`src/hdl/aircon_pkg.sv`:
```
/*
 file holds shared constants and types of the housekeeping block.
 assumes a 10 MHz clock and a one-second tick derived from it.
*/
package aircon_pkg;
  // ************************************************************
  // register map, byte addresses
  // ************************************************************
  localparam logic [7:0] CMD_OFS  = 8'h00; // command pulses
  localparam logic [7:0] CTRL_OFS = 8'h04; // mode and condition bits
  localparam logic [7:0] OFFT_OFS = 8'h08; // delay-off seconds
  localparam logic [7:0] STAT_OFS = 8'h0C; // block state
  localparam logic [7:0] ABN_OFS  = 8'h10; // abnormality code
  // command bit positions
  localparam int C_ON     = 0; // unit on
  localparam int C_OFF    = 1; // unit off by on/off button
  localparam int C_ION    = 2; // ionizer button
  localparam int C_DEC5   = 3; // timer decrement held 5s
  localparam int C_RESUME = 4; // supply back after loss in run
  localparam int C_FOFF   = 5; // off by forced operation
  localparam int C_ANY    = 6; // any other remote button
  // control bit positions
  localparam int K_HOT    = 2; // hot start
  localparam int K_DEICE  = 3;
  localparam int K_JUDGE  = 4; // operating-mode judgment
  localparam int K_SAMPLE = 5; // delay-on sampling
  localparam int K_ABN    = 6; // other abnormal condition
  localparam int K_ONT    = 7; // on timer set
  localparam int K_OFFT   = 8; // off timer set
  localparam int K_BEEPSEL = 9; // 16-21s hold toggles beep
  localparam logic [9:0] CTRL_RST = 10'h000;
  // ************************************************************
  // timing
  // ************************************************************
  localparam int CLK_HZ        = 10_000_000;
  localparam int SEC_CYC       = CLK_HZ; // one second
  localparam logic [4:0] HOLD_COOL = 5'd5;
  localparam logic [4:0] HOLD_HEAT = 5'd8;
  localparam logic [4:0] HOLD_CODE = 5'd11;
  localparam logic [4:0] HOLD_SEL  = 5'd16;
  localparam logic [4:0] HOLD_MAX  = 5'd21;
  localparam logic [7:0] RST_MIN_S  = 8'd178; // 2 min 58 s
  localparam logic [7:0] RST_STEP_S = 8'd6;   // nine steps to 3 min 52 s
  localparam logic [3:0] RST_PATS   = 4'd10;
  localparam logic [10:0] ION_ON_S  = 11'd10;
  localparam logic [10:0] ION_OFF_S = 11'd1800; // 30 min
  localparam logic [4:0] ION_CYC_MAX = 5'd24;
  localparam logic [1:0] BRK_S     = 2'd2;
  localparam logic [7:0] BRK_CODE  = 8'h26; // breakdown abnormality code
  // ************************************************************
  // types
  // ************************************************************
  typedef enum logic [1:0] {
    M_HEAT = 2'b00, M_COOL = 2'b01, M_DRY = 2'b10, M_AUTO = 2'b11
  } mode_e;
  typedef enum logic [1:0] {
    S_IDLE = 2'b00, S_HOLD = 2'b01, S_CODE = 2'b10, S_HEATSB = 2'b11
  } sw_e;
  typedef struct packed {
    logic [7:0]  addr;
    logic [31:0] wdata;
    logic        wr;
    logic        rd;
  } bus_s;
endpackage

```
`src/hdl/aircon_house.sv`:
```
/*
 file holds the housekeeping control: delay-off, auto restart,
 auto switch decode, indicators and ionizer sequencing.
 assumes a plain register port on the same clock, and raw panel
 switch and ionizer feedback pins from outside the clock domain.
*/
// Overview of operation
// - stop unit when delay-off time reached
// - restart compressor after one of ten delays
// - no auto restart with on/off timer set
// - blink run LED during special phases
// - blink schedule LED on abnormality
// - hold 0-5s starts auto mode
// - hold 5-8s forces cooling
// - hold 8-11s heat standby, decrement starts
// - hold 11-16s plus decrement changes code
// - hold 16-21s toggles detection or beep
// - ionizer button in standby: fan, ion
// - ionizer button while running: ion, LEDs
// - ionizer stops on off, timer, error
// - ionizer state not kept across off
// - low feedback: 10s on, 30min off, 24
// - feedback recovery clears cycle count
// - error state: ion off, LED blink, beep
// - error left only by off or reset
// - breakdown on high feedback 2s off
// - breakdown stops unit, code, schedule blink
// - breakdown clears when feedback low again
`timescale 1ns/1ps
`default_nettype none
module aircon_house
  import aircon_pkg::*;
#(
  parameter int SEC_CYCLES = SEC_CYC // shorten in simulation
) (
  // clock and reset
  input  wire logic               MCLK_I,
  input  wire logic               SYS_RST_I,
  // register port
  input  wire aircon_pkg::bus_s   BUS_I,
  output logic [31:0]             RDATA_O,
  // pins from outside
  input  wire logic               AUTO_SW_I,
  input  wire logic               ION_FB_I,
  // loads and indicators
  output logic                    FAN_O,
  output logic                    ION_O,
  output logic                    COMP_EN_O,
  output logic                    LED_RUN_O,
  output logic                    LED_SCHED_O,
  output logic                    LED_ION_O,
  output logic                    BEEP_O
);
  import aircon_pkg::*;

  // ************************************************************
  // time base and input synchronisers
  // ************************************************************
  logic [31:0] pre_q;       // cycle prescaler
  logic        tick;        // one-second strobe
  logic        blink_q;     // blink phase, toggles every second
  logic [1:0]  sw_s_q;      // switch synchroniser
  logic [1:0]  fb_s_q;      // feedback synchroniser
  logic        sw, fb;
  assign tick = (pre_q == 32'(SEC_CYCLES - 1));
  assign sw = sw_s_q[1];
  assign fb = fb_s_q[1];

  // prescaler and blink phase
  always_ff @(posedge MCLK_I) begin
    if (SYS_RST_I) begin
      pre_q   <= 32'h0;
      blink_q <= 1'b0;
    end else begin
      pre_q <= tick ? 32'h0 : pre_q + 32'h1;
      if (tick) blink_q <= ~blink_q;
    end
  end

  // two flops before anything reads a pin
  always_ff @(posedge MCLK_I) begin
    if (SYS_RST_I) begin
      sw_s_q <= 2'b00;
      fb_s_q <= 2'b00;
    end else begin
      sw_s_q <= {sw_s_q[0], AUTO_SW_I};
      fb_s_q <= {fb_s_q[0], ION_FB_I};
    end
  end

  // ************************************************************
  // register port
  // ************************************************************
  logic [6:0]  cmd;      // command pulses this cycle
  logic [9:0]  ctrl_q;   // control register
  logic [17:0] offt_q;   // delay-off seconds left
  logic        wr_cmd;
  assign wr_cmd = BUS_I.wr && (BUS_I.addr == CMD_OFS);
  assign cmd = wr_cmd ? BUS_I.wdata[6:0] : 7'h00;

  // unit state
  logic       run_q;      // unit operating
  mode_e      mode_q;     // operating mode
  logic       ion_q;      // ionizer requested
  logic       err_q;      // error protection state
  logic       brk_q;      // ionizer breakdown
  logic [7:0] abn_q;      // recorded abnormality code
  logic [1:0] code_q;     // transmission code setting
  logic       fsel_q;     // selectable fault detection on
  logic       beep_en_q;  // reception beep on
  logic       heat_sb_q;  // forced heat standby
  logic       offt_exp;   // delay-off expiry this cycle
  logic       stop_ev;    // unit stop event
  logic       brk_set;    // breakdown set this cycle

  // writable control and off time; expiry clears the off timer
  always_ff @(posedge MCLK_I) begin
    if (SYS_RST_I) begin
      ctrl_q <= CTRL_RST;
      offt_q <= 18'h0;
    end else begin
      if (BUS_I.wr && BUS_I.addr == CTRL_OFS) ctrl_q <= BUS_I.wdata[9:0];
      else if (offt_exp) ctrl_q[K_OFFT] <= 1'b0;
      if (BUS_I.wr && BUS_I.addr == OFFT_OFS) offt_q <= BUS_I.wdata[17:0];
      else if (tick && ctrl_q[K_OFFT] && offt_q != 18'h0)
        offt_q <= offt_q - 18'h1;
    end
  end
  // expiry at the exact second the count lands on zero
  assign offt_exp = ctrl_q[K_OFFT] && tick && offt_q == 18'h1;

  // read data one cycle after the strobe; unmapped reads zero
  always_ff @(posedge MCLK_I) begin
    if (SYS_RST_I) begin
      RDATA_O <= 32'h0;
    end else if (BUS_I.rd) begin
      if (BUS_I.addr == CTRL_OFS) RDATA_O <= {22'h0, ctrl_q};
      else if (BUS_I.addr == OFFT_OFS) RDATA_O <= {14'h0, offt_q};
      else if (BUS_I.addr == STAT_OFS)
        RDATA_O <= {20'h0, heat_sb_q, beep_en_q, fsel_q, code_q,
                    brk_q, err_q, ion_q, COMP_EN_O, mode_q, run_q};
      else if (BUS_I.addr == ABN_OFS) RDATA_O <= {24'h0, abn_q};
      else RDATA_O <= 32'h0;
    end else begin
      RDATA_O <= 32'h0;
    end
  end

  // ************************************************************
  // auto switch: hold time in seconds, decoded at release
  // ************************************************************
  sw_e        sw_st_q;
  logic [4:0] hold_q;     // whole seconds held
  logic       sw_d_q;     // previous switch level
  logic       rel;        // release edge
  logic       f_auto, f_cool;
  assign rel = sw_d_q && !sw;

  // pure decode of a hold count into its band
  function automatic logic band(input logic [4:0] h,
                                input logic [4:0] lo,
                                input logic [4:0] hi);
    band = (h >= lo) && (h < hi);
  endfunction

  always_ff @(posedge MCLK_I) begin
    if (SYS_RST_I) begin
      sw_d_q <= 1'b0;
      hold_q <= 5'h0;
    end else begin
      sw_d_q <= sw;
      if (sw && !sw_d_q) hold_q <= 5'h0;
      else if (sw && tick && hold_q != 5'h1F) hold_q <= hold_q + 5'h1;
    end
  end
  assign f_auto = rel && band(hold_q, 5'd0, HOLD_COOL);
  assign f_cool = rel && band(hold_q, HOLD_COOL, HOLD_HEAT);

  // switch sequencer: heat standby and code window wait for decrement
  always_ff @(posedge MCLK_I) begin
    if (SYS_RST_I) begin
      sw_st_q   <= S_IDLE;
      code_q    <= 2'b00;
      fsel_q    <= 1'b1;
      beep_en_q <= 1'b1;
    end else begin
      case (sw_st_q)
        S_IDLE, S_HOLD, S_CODE, S_HEATSB: begin
          if (rel && band(hold_q, HOLD_HEAT, HOLD_CODE)) begin
            sw_st_q <= S_HEATSB;
          end else if (rel && band(hold_q, HOLD_CODE, HOLD_SEL)) begin
            sw_st_q <= S_CODE;
          end else if (rel) begin
            sw_st_q <= S_IDLE;
            if (band(hold_q, HOLD_SEL, HOLD_MAX)) begin
              if (ctrl_q[K_BEEPSEL]) beep_en_q <= ~beep_en_q;
              else fsel_q <= ~fsel_q;
            end
          end else if (cmd[C_DEC5] && sw_st_q == S_CODE) begin
            code_q  <= code_q + 2'b01;
            sw_st_q <= S_IDLE;
          end else if (cmd[C_DEC5] && sw_st_q == S_HEATSB) begin
            sw_st_q <= S_IDLE;
          end else if (cmd[C_OFF] || cmd[C_FOFF]) begin
            sw_st_q <= S_IDLE;
          end
        end
        default: sw_st_q <= S_IDLE;
      endcase
    end
  end
  always_comb heat_sb_q = (sw_st_q == S_HEATSB);

  // ************************************************************
  // unit run state and auto restart
  // ************************************************************
  logic [7:0] rst_cnt_q;  // restart seconds left
  logic       rst_pend_q; // restart pending
  logic [3:0] lfsr_q;     // pattern picker
  logic [3:0] pick;
  assign pick = (lfsr_q >= RST_PATS) ? lfsr_q - RST_PATS : lfsr_q;
  assign stop_ev = cmd[C_OFF] || cmd[C_FOFF] || offt_exp || brk_set;

  // free-running picker, varies with when supply comes back
  always_ff @(posedge MCLK_I) begin
    if (SYS_RST_I) lfsr_q <= 4'h1;
    else lfsr_q <= {lfsr_q[2:0], lfsr_q[3] ^ lfsr_q[2]};
  end

  always_ff @(posedge MCLK_I) begin
    if (SYS_RST_I) begin
      run_q      <= 1'b0;
      mode_q     <= M_AUTO;
      rst_pend_q <= 1'b0;
      rst_cnt_q  <= 8'h0;
    end else begin
      if (stop_ev) begin
        run_q      <= 1'b0;
        rst_pend_q <= 1'b0;
      end else if (cmd[C_RESUME] && !ctrl_q[K_ONT] && !ctrl_q[K_OFFT]) begin
        run_q      <= 1'b1;
        rst_pend_q <= 1'b1;
        rst_cnt_q  <= RST_MIN_S + 8'(pick * RST_STEP_S);
      end else if (f_auto) begin
        run_q  <= 1'b1;
        mode_q <= M_AUTO;
      end else if (f_cool) begin
        run_q  <= 1'b1;
        mode_q <= M_COOL;
      end else if (cmd[C_DEC5] && heat_sb_q) begin
        run_q  <= 1'b1;
        mode_q <= M_HEAT;
      end else if (cmd[C_ON]) begin
        run_q <= 1'b1;
      end
      if (rst_pend_q && tick && !stop_ev) begin
        if (rst_cnt_q == 8'h1) rst_pend_q <= 1'b0;
        rst_cnt_q <= rst_cnt_q - 8'h1;
      end
    end
  end

  // ************************************************************
  // ionizer request, cycling and fault detection
  // ************************************************************
  logic [10:0] ph_q;   // seconds in current phase
  logic        ph_on_q; // on part of a low-feedback cycle
  logic [4:0]  cyc_q;  // consecutive low-feedback cycles
  logic [1:0]  hi_q;   // seconds of high feedback while off
  logic        ion_stop;
  assign ion_stop = cmd[C_OFF] || cmd[C_FOFF] || offt_exp || brk_set;

  // request flag; off events win, nothing survives an off
  always_ff @(posedge MCLK_I) begin
    if (SYS_RST_I) begin
      ion_q <= 1'b0;
    end else if (ion_stop) begin
      ion_q <= 1'b0;
    end else if (cmd[C_ION]) begin
      ion_q <= ~ion_q;
    end
  end

  // error protection: set at the 24th cycle, left only by off/reset
  always_ff @(posedge MCLK_I) begin
    if (SYS_RST_I) begin
      err_q   <= 1'b0;
      cyc_q   <= 5'h0;
      ph_q    <= 11'h0;
      ph_on_q <= 1'b1;
    end else if (cmd[C_OFF] || cmd[C_FOFF]) begin
      err_q   <= 1'b0;
      cyc_q   <= 5'h0;
      ph_q    <= 11'h0;
      ph_on_q <= 1'b1;
    end else if (!ion_q || fb || err_q || !fsel_q) begin
      cyc_q   <= 5'h0;
      ph_q    <= 11'h0;
      ph_on_q <= 1'b1;
    end else if (tick) begin
      if (ph_on_q && ph_q == ION_ON_S - 11'h1) begin
        ph_q    <= 11'h0;
        ph_on_q <= 1'b0;
      end else if (!ph_on_q && ph_q == ION_OFF_S - 11'h1) begin
        ph_q    <= 11'h0;
        ph_on_q <= 1'b1;
        cyc_q   <= cyc_q + 5'h1;
        if (cyc_q == ION_CYC_MAX - 5'h1) err_q <= 1'b1;
      end else begin
        ph_q <= ph_q + 11'h1;
      end
    end
  end

  // breakdown: high feedback with ionizer off for 2s
  always_ff @(posedge MCLK_I) begin
    if (SYS_RST_I) begin
      brk_q <= 1'b0;
      hi_q  <= 2'h0;
      abn_q <= 8'h0;
    end else if (!fb) begin
      brk_q <= 1'b0;
      hi_q  <= 2'h0;
    end else if (!ION_O && tick && !brk_q) begin
      hi_q <= hi_q + 2'h1;
      if (hi_q == BRK_S - 2'h1) begin
        brk_q <= 1'b1;
        abn_q <= BRK_CODE;
      end
    end
  end
  assign brk_set = fb && !ION_O && tick && !brk_q && hi_q == BRK_S - 2'h1;

  // ************************************************************
  // outputs, all registered
  // ************************************************************
  logic any_cmd;
  assign any_cmd = |cmd[C_ANY:C_ON];
  always_ff @(posedge MCLK_I) begin
    if (SYS_RST_I) begin
      FAN_O       <= 1'b0;
      ION_O       <= 1'b0;
      COMP_EN_O   <= 1'b0;
      LED_RUN_O   <= 1'b0;
      LED_SCHED_O <= 1'b0;
      LED_ION_O   <= 1'b0;
      BEEP_O      <= 1'b0;
    end else begin
      FAN_O     <= run_q || ion_q;
      ION_O     <= ion_q && !err_q && (fb || !fsel_q || ph_on_q);
      COMP_EN_O <= run_q && !rst_pend_q;
      if (ctrl_q[K_HOT] || ctrl_q[K_DEICE] || ctrl_q[K_JUDGE]
          || ctrl_q[K_SAMPLE])
        LED_RUN_O <= blink_q;
      else
        LED_RUN_O <= run_q;
      if (ctrl_q[K_ABN] || brk_q) LED_SCHED_O <= blink_q;
      else LED_SCHED_O <= ctrl_q[K_ONT] || ctrl_q[K_OFFT];
      if (err_q || brk_q) LED_ION_O <= ion_q && blink_q;
      else LED_ION_O <= ion_q;
      BEEP_O <= (err_q && cmd[C_ION]) || (beep_en_q && any_cmd);
    end
  end
endmodule
`default_nettype wire

```
`config.mk`:
```
export PLATFORM = sky130hd
export DESIGN_NAME = aircon_house
export DESIGN_NICKNAME = d
export VERILOG_FILES = /design/src/hdl/aircon_pkg.sv /design/src/hdl/aircon_house.sv
export SDC_FILE = /design/constraint.sdc
export NUM_CORES = 1
export LEC_CHECK = 0
export ABC_CLOCK_PERIOD_IN_PS = 3800
export BUFFER_PORTS_ARGS = -buffer_cell sky130_fd_sc_hd__buf_4
export CAP_MARGIN = 20
export CORE_ASPECT_RATIO = 0.75
export CORE_MARGIN = 5
export CORE_UTILIZATION = 40
export CTS_CLUSTER_DIAMETER = 50
export CTS_CLUSTER_SIZE = 12
export DETAILED_ROUTE_END_ITERATION = 10
export SLEW_MARGIN = 10
export SYNTH_ARGS = -nofsm -noshare
export SYNTH_HDL_FRONTEND = slang
export SYNTH_SLANG_ARGS = --single-unit
```
`constraint.sdc`:
```
create_clock -name MCLK_I -period 3.8 [get_ports MCLK_I]
set_input_delay 0.76 -clock MCLK_I [delete_from_list [all_inputs] [get_ports MCLK_I]]
set_output_delay 0.76 -clock MCLK_I [all_outputs]
set_load 0.01 [all_outputs]
```
==> impl_metrics.csv, run 1 <==
group,metric,value,unit
status,status,"complete, no violations",
sta,tns,0,ns
finish,syn2layout_area_growth,17.5,%
global_routing,first_global_vias,5552,
routing,post-route-drc-count,0,
power_and_ir_drop,internal_power,2560,µW
sta,finClkSkew,0.0104,ns
routing,first_pass_iters,5,
setup_path,critPathMaxFanout,6,
sta,setup_viol,0,
global_routing,grt_pass1_wl,29200,µm
power_and_ir_drop,power_frac_clock,50.1,%
clock_tree,cts-buffers-inserted,17,
setup_path,critical_path_class,"flip-flop to flip-flop",
synthesis,netlist.area_leader.share,39.2,%
routing,ant_nets,0,
routing,vias_per_cell,5.23,
clock_tree,hold_buffers,0,
synthesis,synth_xor_area_share,7.86,%
power_and_ir_drop,p_leak,0.00318,µW
synthesis,synth_top_family_by_area,"simple AND/OR/NAND/NOR gates",
run,cap_violations,0,
sta,finalHoldWorstSlack,0.442,ns
finish,antennaDiodeCount,0,
synthesis,syn_avg_cell_area,8.55,µm²
synthesis,syn_inst,842,
sta,rsz0062_at_grt,"false",
global_routing,antenna_found_initial,0,
sta,fin_crit_sh,93.0,%
setup_path,reg2reg_slack,0.27,ns
routing,drt_wl_total,17900,µm
setup_path,path_depth,13,
global_routing,grt.total_usage,17.6,%
floorplan,start_util,40.8,%
setup_path,cp_num_buf_inv,2,
place,place_congestion,0.831,
place,portBuffers,56,
clock_tree,cts_max_level,4,
finish,final_cell_mix,"dfxtp_1, nor2_1, nand2_1",
floorplan,die_w,165,µm
place,place_area,7860,µm²
global_routing,grt_overflow,0,
sta,clock.fmax,283,MHz
setup_path,cp_cell_sequence,"inv_1 > ha_1 > nor3b_2 > or2_2 > inv_1 > xnor2_1 > ha_2 > or4b_2 > o311ai_0 > nor2_1 > xnor2_1 > or4b_1 > nand3_1",
finish,design_area,8460,µm²
finish,drive_gt1_share,14.6,%
routing,wire_per_inst,15.5,µm
hold_path,min_path_type,"flip-flop to flip-flop",
finish,nNetsFinal,969,
synthesis,yosysTopAreaCell,"dfxtp_1",
floorplan,die_area,20800,µm²
synthesis,synthMuxAreaShare,3.51,%
power_and_ir_drop,p_per_area,398,nW/µm²
power_and_ir_drop,pwr-share-comb,5.3,%
sta,drv_slew,0,
synthesis,yosys_warnings,0,
floorplan,coreArea,17700,µm²
power_and_ir_drop,net-switching-power,803,µW
synthesis,ys_seq_elements,141,
setup_path,setup.worst_path.end,"rst_cnt_q[6]",
sta,hold_viol,0,
clock_tree,root_buffer,"clkbuf_16",
clock_tree,cts_sinks,141,
synthesis,synthTopCellsByArea,"dfxtp_1, nor2_1, xnor2_1",
routing,route.vias.total,6054,
setup_path,max_stage_delay,0.58,ns
finish,final_common_cell,"dfxtp_1",
setup_path,cpMaxStageDelayCell,"or4b_2",
floorplan,io_pins,85,
sta,fin_crit,3.53,ns
clock_tree,cts_tree,"done",
setup_path,r2r-end,"rst_cnt_q[6]",
sta,worst_pin_slew,0.733,ns
power_and_ir_drop,swShare,23.9,%
setup_path,startpoint_type,"flip-flop",
floorplan,die_h,126,µm
routing,dr.first_iter.drc_count,548,
synthesis,synth.distinct_cells,73,
clock_tree,clkTransAtPathRegs,0.06,ns
power_and_ir_drop,p_seq_share,44.6,%
synthesis,synth_edf_count,0,
hold_path,min_delay_path_depth,1,
setup_path,endpoint_kind,"flip-flop",
power_and_ir_drop,vdd_drop_max,269,µV
setup_path,r2r_cells,13,
sta,slew_headroom,50.4,%
setup_path,critPathTopFamily,"simple AND/OR/NAND/NOR gates",
clock_tree,clk-insertion-delay-late,0.43,ns
place,dp_hpwl,13200,µm
setup_path,critPathRequiredTime,4.16,ns
synthesis,synthSimpleGateAreaFrac,29.9,%
setup_path,worstPathArrival,3.89,ns
global_routing,grt_max_degree,39,
synthesis,async_flop_share,0,%
synthesis,seq_area_frac_synth,39.2,%
synthesis,syn_area,7200,µm²
synthesis,synth-main-ff-cell,"dfxtp_1",
synthesis,synthAdderAreaFrac,3.30,%
clock_tree,cts_buffer_depth,2,
setup_path,r2r_start,"lfsr_q[2]",
setup_path,startpoint,"lfsr_q[2]",
floorplan,rows,42,
synthesis,synth_compound_area_share,11.8,%
==> cell usage after synthesis, types with 18 or more instances <==
cell and instances:
or3_1 24, clkbuf_1 18, nor4_1 18, mux2i_1 23, xor2_1 27, ha_1 19
nor3_1 22, o21ai_0 28, nand3_1 35, inv_1 24, xnor2_1 35, nand2_1 72
dfxtp_1 141, a21oi_1 33, nor2_1 107
==> registers in the layout (all words and copies together), names as in the netlist, 4 cells and up <==
| register | count |
|---|---|
| pre_q | 32 |
| RDATA_O | 18 |
| offt_q | 18 |
| ph_q | 11 |
| ctrl_q | 10 |
| rst_cnt_q | 8 |
| cyc_q | 5 |
| hold_q | 5 |
| lfsr_q | 4 |
==> through the flow <==
step	std cells	worst slack [ns]	power [µW]	utilization, %
after detailed placement	1127	0.165	1710	44.5
after CTS	1158	0.150	3400	47.9
final	1158	0.267	3360	47.9
after floorplan	855	0.480	1650	-
after global placement	1127	0.252	1710	44.5
after global routing	1158	0.0685	3480	47.9
==> cell families after synthesis <==
group                      after synthesis
AOI/OAI and AO/OA                      132
xor gates and xnor gates                63
adders and majority gates               19
buffers and inverters                   65
DFF                                    141
muxes                                   25
other                                    1
and+or+nand+nor                        396
==> power by group through the flow <==
stage / Clock (µW) / Sequential, µW / Combinational, µW
final: 1690 / 1500 / 178
after CTS: 1720 / 1500 / 175
after floorplan: 0 / 1530 / 119
after global placement: 0 / 1530 / 174
after detailed placement: 0 / 1530 / 174
after global routing: 1780 / 1500 / 193
==> timing repair <==
action                     in CTS  in global routing
setup endpoints to repair       0                  1
buffers inserted                0                  0
hold endpoints to repair        0                  0
gates resized for setup         0                  2
==> metal layers <==
layer  GRT usage, %  vias up  part of all wire (%)
met1           29.0     2790                    56
li1               -     3116                     -
met4           4.25        0                  0.87
met3           4.18       15                   5.7
met5              0        -                     0
met2           22.1      133                    37
==> cell type report <==
type	instances	area, µm²
Fill cell	1758	9200
Multi-Input combinational cell	649	4120
Sequential cell	141	2820
Timing Repair Buffer	70	526
Clock buffer	18	439
Tap cell	242	303
Clock inverter	13	156
Inverter	25	93.8
==> worst min path at each step <==
stage	from	to	slack [ns]
floorplan	fb_s_q[0]	fb_s_q[1]	0.41
global placement	sw_s_q[0]	sw_s_q[1]	0.42
detailed placement	sw_s_q[0]	sw_s_q[1]	0.43
CTS	sw_s_q[0]	sw_s_q[1]	0.45
global route	pre_q[0]	pre_q[0]	0.48
finish	sw_s_q[0]	sw_s_q[1]	0.44
Power figures use the tool's default switching activity.
==> run 2: changes to the inputs <==
--- a/config.mk
+++ b/config.mk
@@ -5,15 +5,16 @@
 export SDC_FILE = /design/constraint.sdc
 export NUM_CORES = 1
 export LEC_CHECK = 0
-export ABC_CLOCK_PERIOD_IN_PS = 3800
+export ABC_CLOCK_PERIOD_IN_PS = 3200
 export BUFFER_PORTS_ARGS = -buffer_cell sky130_fd_sc_hd__buf_4
 export CAP_MARGIN = 20
 export CORE_ASPECT_RATIO = 0.75
 export CORE_MARGIN = 5
-export CORE_UTILIZATION = 40
+export CORE_UTILIZATION = 50
 export CTS_CLUSTER_DIAMETER = 50
 export CTS_CLUSTER_SIZE = 12
 export DETAILED_ROUTE_END_ITERATION = 10
+export PLACE_DENSITY = 0.73
 export SLEW_MARGIN = 10
 export SYNTH_ARGS = -nofsm -noshare
 export SYNTH_HDL_FRONTEND = slang
==> constraint.sdc (replaced) <==
create_clock -name MCLK_I -period 3.2 [get_ports MCLK_I]
set_input_delay 0.64 -clock MCLK_I [delete_from_list [all_inputs] [get_ports MCLK_I]]
set_output_delay 0.64 -clock MCLK_I [all_outputs]
set_load 0.01 [all_outputs]
==> run 2 against run 1 <==
  * Via count rose by 4.6%
  * Non-clock buffer count rose by 19
  * Utilization rose by 13 points
  * Global-route usage rose by 3.7 points
  * Fmax rose by 14%
  * Critical path depth did not move
  * Combinational power rose by 36%
  * Hold slack got worse by 0.029 ns
  * Sequential cell count did not move
  * Sequential power rose by 19%
==> impl_metrics.csv, run 2 (synthesized netlist as in run 1, its figures left out) <==
group,metric,value,unit
status,status,"complete, no violations",
power_and_ir_drop,p_seq_share,43.1,%
finish,largest_reg_flops,32,
sta,worst_pin_slew,0.690,ns
floorplan,rows,38,
finish,largest-register,"pre_q",
place,pre_cts_slack,-0.0335,ns
sta,fin_crit,3.10,ns
global_routing,grt.total_usage,21.2,%
power_and_ir_drop,pwr-share-comb,5.9,%
sta,fin_crit_sh,96.8,%
clock_tree,cts_max_level,4,
power_and_ir_drop,p_per_area,475,nW/µm²
sta,finClkSkew,0.0113,ns
finish,nNetsFinal,988,
sta,clock.fmax,323,MHz
run,cap_violations,0,
routing,route.vias.total,6334,
sta,setup_viol,0,
hold_path,min_path_type,"primary input to flip-flop",
power_and_ir_drop,p_leak,0.00332,µW
setup_path,critical_path_class,"flip-flop to flip-flop",
setup_path,cp_cell_sequence,"inv_1 > ha_2 > buf_4 > and3b_1 > o32a_1 > clkinv_1 > ha_4 > nor2b_1 > a221o_1 > a31oi_4 > o22ai_4 > or4b_1 > nand3_1",
routing,post-route-drc-count,0,
sta,drv_slew,0,
clock_tree,clk-insertion-delay-late,0.42,ns
clock_tree,cts_buffer_depth,2,
finish,final_util,60.7,%
floorplan,start_util,50.3,%
global_routing,grt_max_degree,48,
clock_tree,clkTransAtPathRegs,0.06,ns
global_routing,grt_overflow,0,
floorplan,die_area,16900,µm²
power_and_ir_drop,net-switching-power,919,µW
finish,largestRegisters,"pre_q x32, RDATA_O x18, offt_q x18",
finish,antennaDiodeCount,0,
global_routing,antenna_found_initial,0,
finish,drive_gt1_share,17.5,%
setup_path,cp_num_buf_inv,3,
routing,vias_per_cell,5.58,
power_and_ir_drop,internal_power,3210,µW
sta,slew_headroom,53.8,%
sta,finalWorstSetupSlack,0.104,ns
finish,syn2layout_area_growth,20.7,%
place,place_congestion,0.877,
setup_path,max_stage_delay,0.50,ns
clock_tree,cts_sinks,141,
global_routing,grt_pass1_wl,29000,µm
finish,final_common_cell,"dfxtp_1",
clock_tree,cts_tree,"done",
floorplan,coreArea,14300,µm²
clock_tree,cts-buffers-inserted,17,
setup_path,endpoint_kind,"flip-flop",
routing,dr.first_iter.drc_count,608,
finish,stdcell_count,1136,
power_and_ir_drop,power_frac_clock,51.0,%
setup_path,startpoint_type,"flip-flop",
global_routing,first_global_vias,5667,
clock_tree,hold_buffers,0,
clock_tree,root_buffer,"clkbuf_16",
place,portBuffers,56,
setup_path,worstPathArrival,3.46,ns
place,dp_cells,1100,
setup_path,cpMaxStageDelayCell,"or4b_1",
routing,drt_wl_total,18000,µm
place,place_area,7940,µm²
setup_path,critPathRequiredTime,3.56,ns
floorplan,io_pins,85,
finish,nFillCells,1220,
routing,wire_per_inst,15.8,µm
setup_path,critPathMaxFanout,6,
sta,rsz0062_at_grt,"false",
routing,first_pass_iters,5,
sta,hold_viol,0,
power_and_ir_drop,swShare,22.3,%
finish,design_area,8690,µm²
floorplan,die_h,114,µm
floorplan,die_w,149,µm
place,dp_hpwl,12700,µm
routing,ant_nets,0,
power_and_ir_drop,vdd_drop_max,385,µV
setup_path,critPathTopFamily,"compound AO/OA/AOI/OAI gates",
finish,final_cell_mix,"dfxtp_1, nor2_1, buf_4",
==> run 2: changes by cell type in the layout (fill, tap and decap cells not counted), sizes merged <==
cell,delta
buf,+19
bufinv,+2
clkbuf,+2
clkinv,+1
clkinvlp,-1
inv,-3
==> run 2: routing by layer <==
metal  routed length (µm)  up-vias  GRT usage [%]  part of all wire, %
met5                    0        -              0                    0
met4                  136        0           4.98                 0.76
met3                 1450       12           5.28                  8.1
met2                 7510      210           29.7                   42
met1                 8900     2950           32.5                   49
li1                     -     3162              -                    -
==> run 2: area by class of cell <==
class	count	area, µm²	area share [%]
clock buffers	20	447	5.14
clock inverters	12	186	2.15
inverters	25	93.8	1.08
multi-input cells	649	4200	48.4
flip-flops and latches	141	2830	32.5
well taps	200	250	2.88
repair buffers	89	681	7.83
==> run 2: per-stage QoR <==
step	TNS, ns	hold slack (ns)	total power [µW]
2_1_floorplan	0	0.414	1960
5_1_grt	0	0.405	4260
4_1_cts	0	0.401	4140
3_5_place_dp	-0.0335	0.426	2040
6_report	0	0.413	4130
3_3_place_gp	0	0.417	2030
==> run 2: power by group through the flow <==
| stage | Sequential [µW] | Clock (µW) | Combinational [µW] |
|---|---|---|---|
| 2_1_floorplan | 1820 | 0 | 143 |
| 3_3_place_gp | 1820 | 0 | 215 |
| 3_5_place_dp | 1820 | 0 | 219 |
| 4_1_cts | 1780 | 2140 | 223 |
| 5_1_grt | 1780 | 2220 | 260 |
| 6_report | 1780 | 2110 | 242 |
==> run 2: worst paths after layout <==
check	to	slack, ns	startpoint	cells past startpoint
min reg2reg	sw_s_q[1]	0.44	sw_s_q[0]	1
max reg2reg	rst_cnt_q[6]	0.10	lfsr_q[2]	13
min	offt_q[12]	0.41	BUS_I[14]	3
max	rst_cnt_q[6]	0.10	lfsr_q[2]	13
==> run 2: tightest hold or removal path, cell delays in order <==
cell	delay, ns
buf_4	0.07
nand2_1	0.03
o21ai_0	0.05
==> run 2: timing repair <==
action	in CTS	in global routing
endpoints found under the setup margin	1	1
gates cloned	0	0
pin swaps	0	7
gates resized for setup	4	12
buffers inserted	0	4
==> run 3: changes to the inputs <==
--- a/config.mk
+++ b/config.mk
@@ -8,13 +8,15 @@
 export ABC_CLOCK_PERIOD_IN_PS = 3200
 export BUFFER_PORTS_ARGS = -buffer_cell sky130_fd_sc_hd__buf_4
 export CAP_MARGIN = 20
+export CELL_PAD_IN_SITES_DETAIL_PLACEMENT = 0
+export CELL_PAD_IN_SITES_GLOBAL_PLACEMENT = 2
 export CORE_ASPECT_RATIO = 0.75
 export CORE_MARGIN = 5
-export CORE_UTILIZATION = 50
+export CORE_UTILIZATION = 32
 export CTS_CLUSTER_DIAMETER = 50
 export CTS_CLUSTER_SIZE = 12
 export DETAILED_ROUTE_END_ITERATION = 10
-export PLACE_DENSITY = 0.73
+export PLACE_DENSITY_LB_ADDON = 0.1
 export SLEW_MARGIN = 10
 export SYNTH_ARGS = -nofsm -noshare
 export SYNTH_HDL_FRONTEND = slang
==> run 3 against run 2 <==
  * Die area up 51%
  * Non-clock buffer count up 3
  * Clock power down 9%
  * Sequential cell count unchanged
  * Sequential power about the same
  * Via count down 0.49%
  * Register-to-register slack about the same
  * Cell count up 8.5%
  * Clock skew up 0.0041 ns
  * Global-route usage down 4.9 points
  * Critical endpoint unchanged
  * Largest power group unchanged
==> impl_metrics.csv, run 3 (synthesized netlist as in run 1, its figures left out) <==
group,metric,value,unit
finish,largestRegisters,"pre_q x32, RDATA_O x18, offt_q x18",
setup_path,worstPathArrival,3.45,ns
power_and_ir_drop,power,3960,µW
place,dp_hpwl,15400,µm
setup_path,critical_path_class,"flip-flop to flip-flop",
sta,fin_crit,3.09,ns
setup_path,critPathTopFamily,"simple AND/OR/NAND/NOR gates",
setup_path,endpoint_kind,"flip-flop",
floorplan,die_area,25600,µm²
setup_path,cpMaxStageDelayCell,"or4b_2",
floorplan,start_util,32.6,%
clock_tree,cts_sinks,141,
clock_tree,clk-insertion-delay-late,0.43,ns
run,cap_violations,0,
global_routing,antenna_found_initial,0,
setup_path,max_stage_delay,0.63,ns
sta,setup_viol,0,
clock_tree,root_buffer,"clkbuf_16",
setup_path,critPathMaxFanout,6,
floorplan,io_pins,85,
global_routing,grt_overflow,0,
clock_tree,cts_buffer_depth,2,
sta,hold_viol,0,
routing,ant_nets,0,
power_and_ir_drop,p_leak,0.00330,µW
finish,nNetsFinal,991,
setup_path,startpoint_type,"flip-flop",
finish,nFillCells,2301,
finish,drive_gt1_share,18.0,%
routing,dr.first_iter.drc_count,371,
power_and_ir_drop,p_per_area,452,nW/µm²
power_and_ir_drop,vdd_drop_max,279,µV
routing,route.vias.total,6303,
routing,vias_per_cell,5.11,
floorplan,coreArea,22100,µm²
sta,slew_headroom,51.9,%
finish,final_common_cell,"dfxtp_1",
global_routing,first_global_vias,6139,
place,portBuffers,56,
routing,drt_wl_total,20800,µm
setup_path,cp_num_buf_inv,1,
finish,syn2layout_area_growth,21.7,%
routing,wire_per_inst,16.8,µm
finish,seq_area,2830,µm²
sta,finClkSkew,0.0154,ns
routing,post-route-drc-count,0,
clock_tree,cts-buffers-inserted,17,
floorplan,die_w,183,µm
clock_tree,hold_buffers,0,
finish,final_cell_mix,"dfxtp_1, nor2_1, buf_4",
floorplan,die_h,140,µm
finish,antennaDiodeCount,0,
sta,clock.fmax,324,MHz
finish,largest_reg_flops,32,
clock_tree,cts_tree,"done",
routing,first_pass_iters,7,
global_routing,grt.total_usage,16.3,%
floorplan,rows,47,
setup_path,cp_cell_sequence,"inv_2 > ha_4 > a21o_1 > mux2i_2 > xnor2_1 > ha_2 > or4b_2 > o311ai_4 > nor2_2 > xnor2_1 > or4b_1 > nand3_1",
setup_path,cp_common_cell,"xnor2_1",
clock_tree,clkTransAtPathRegs,0.07,ns
finish,final_util,39.6,%
global_routing,grt_pass1_wl,33500,µm
setup_path,critPathRequiredTime,3.56,ns
place,place_congestion,0.831,
clock_tree,cts_max_level,4,
finish,multi_input_area,4210,µm²
sta,worst_pin_slew,0.712,ns
status,status,"complete, no violations",
hold_path,min_path_type,"primary input to flip-flop",
sta,drv_slew,0,
finish,largest-register,"pre_q",
global_routing,grt_max_degree,45,
sta,fin_crit_sh,96.4,%
[run 3: per-layer routing]
| layer | wire length [µm] | part of all wire [%] | up-vias | track usage [%] |
|---|---|---|---|---|
| met4 | 136 | 0.65 | 0 | 3.80 |
| met2 | 8840 | 43 | 88 | 23.3 |
| met3 | 687 | 3.3 | 11 | 2.87 |
| met5 | 0 | 0 | - | 0 |
| li1 | - | - | 3165 | - |
| met1 | 11100 | 53 | 3039 | 25.2 |
[run 3: stage by stage]
stage | instance area (µm²) | std cells | worst slack (ns) | TNS (ns) | hold WS (ns)
2_1_floorplan | 7260 | 855 | 0.0132 | 0 | 0.414
3_3_place_gp | 8080 | 1199 | 0.0902 | 0 | 0.425
3_5_place_dp | 8080 | 1199 | -0.0197 | -0.0197 | 0.424
4_1_cts | 8690 | 1231 | 0.00295 | 0 | 0.397
5_1_grt | 8760 | 1233 | -0.00691 | -0.00691 | 0.412
6_report | 8760 | 1233 | 0.114 | 0 | 0.412
[run 3: area by class of cell]
| type | count | area share (%) |
|---|---|---|
| Clock inverter | 15 | 1.60 |
| Inverter | 25 | 1.07 |
| Multi-Input combinational cell | 649 | 48.1 |
| Tap cell | 294 | 4.20 |
| Clock buffer | 17 | 4.86 |
| Timing Repair Buffer | 92 | 7.89 |
| Sequential cell | 141 | 32.3 |
[run 3: final timing paths]
| check | slack, ns | to | from | cells past startpoint |
|---|---|---|---|---|
| min | 0.41 | offt_q[10] | BUS_I[12] | 3 |
| max reg2reg | 0.11 | rst_cnt_q[6] | lfsr_q[2] | 12 |
| max | 0.11 | rst_cnt_q[6] | lfsr_q[2] | 12 |
| min reg2reg | 0.45 | pre_q[0] | pre_q[0] | 1 |
[run 3: report_power, final]
part	internal [µW]	total (µW)	switching (µW)	leakage (µW)
sequential	1770	1780	11.7	0.00114
clock	1040	1930	898	0.000278
combinational	110	248	138	0.00188
[run 3: repair_timing]
action,4_1_cts,5_1_grt
setup endpoints to repair,1,4
pin swaps,0,7
resized for setup,7,13
hold endpoints to repair,0,0
setup buffers,0,2
[run 3: worst reg2reg max path, cell delays in order (launching register included)]
cell      delay (ns)
dfxtp_4         0.36
inv_2           0.08
ha_4            0.17
a21o_1          0.17
mux2i_2         0.28
xnor2_1         0.17
ha_2            0.20
or4b_2          0.63
o311ai_4        0.11
nor2_2          0.08
xnor2_1         0.15
or4b_1          0.53
nand3_1         0.10
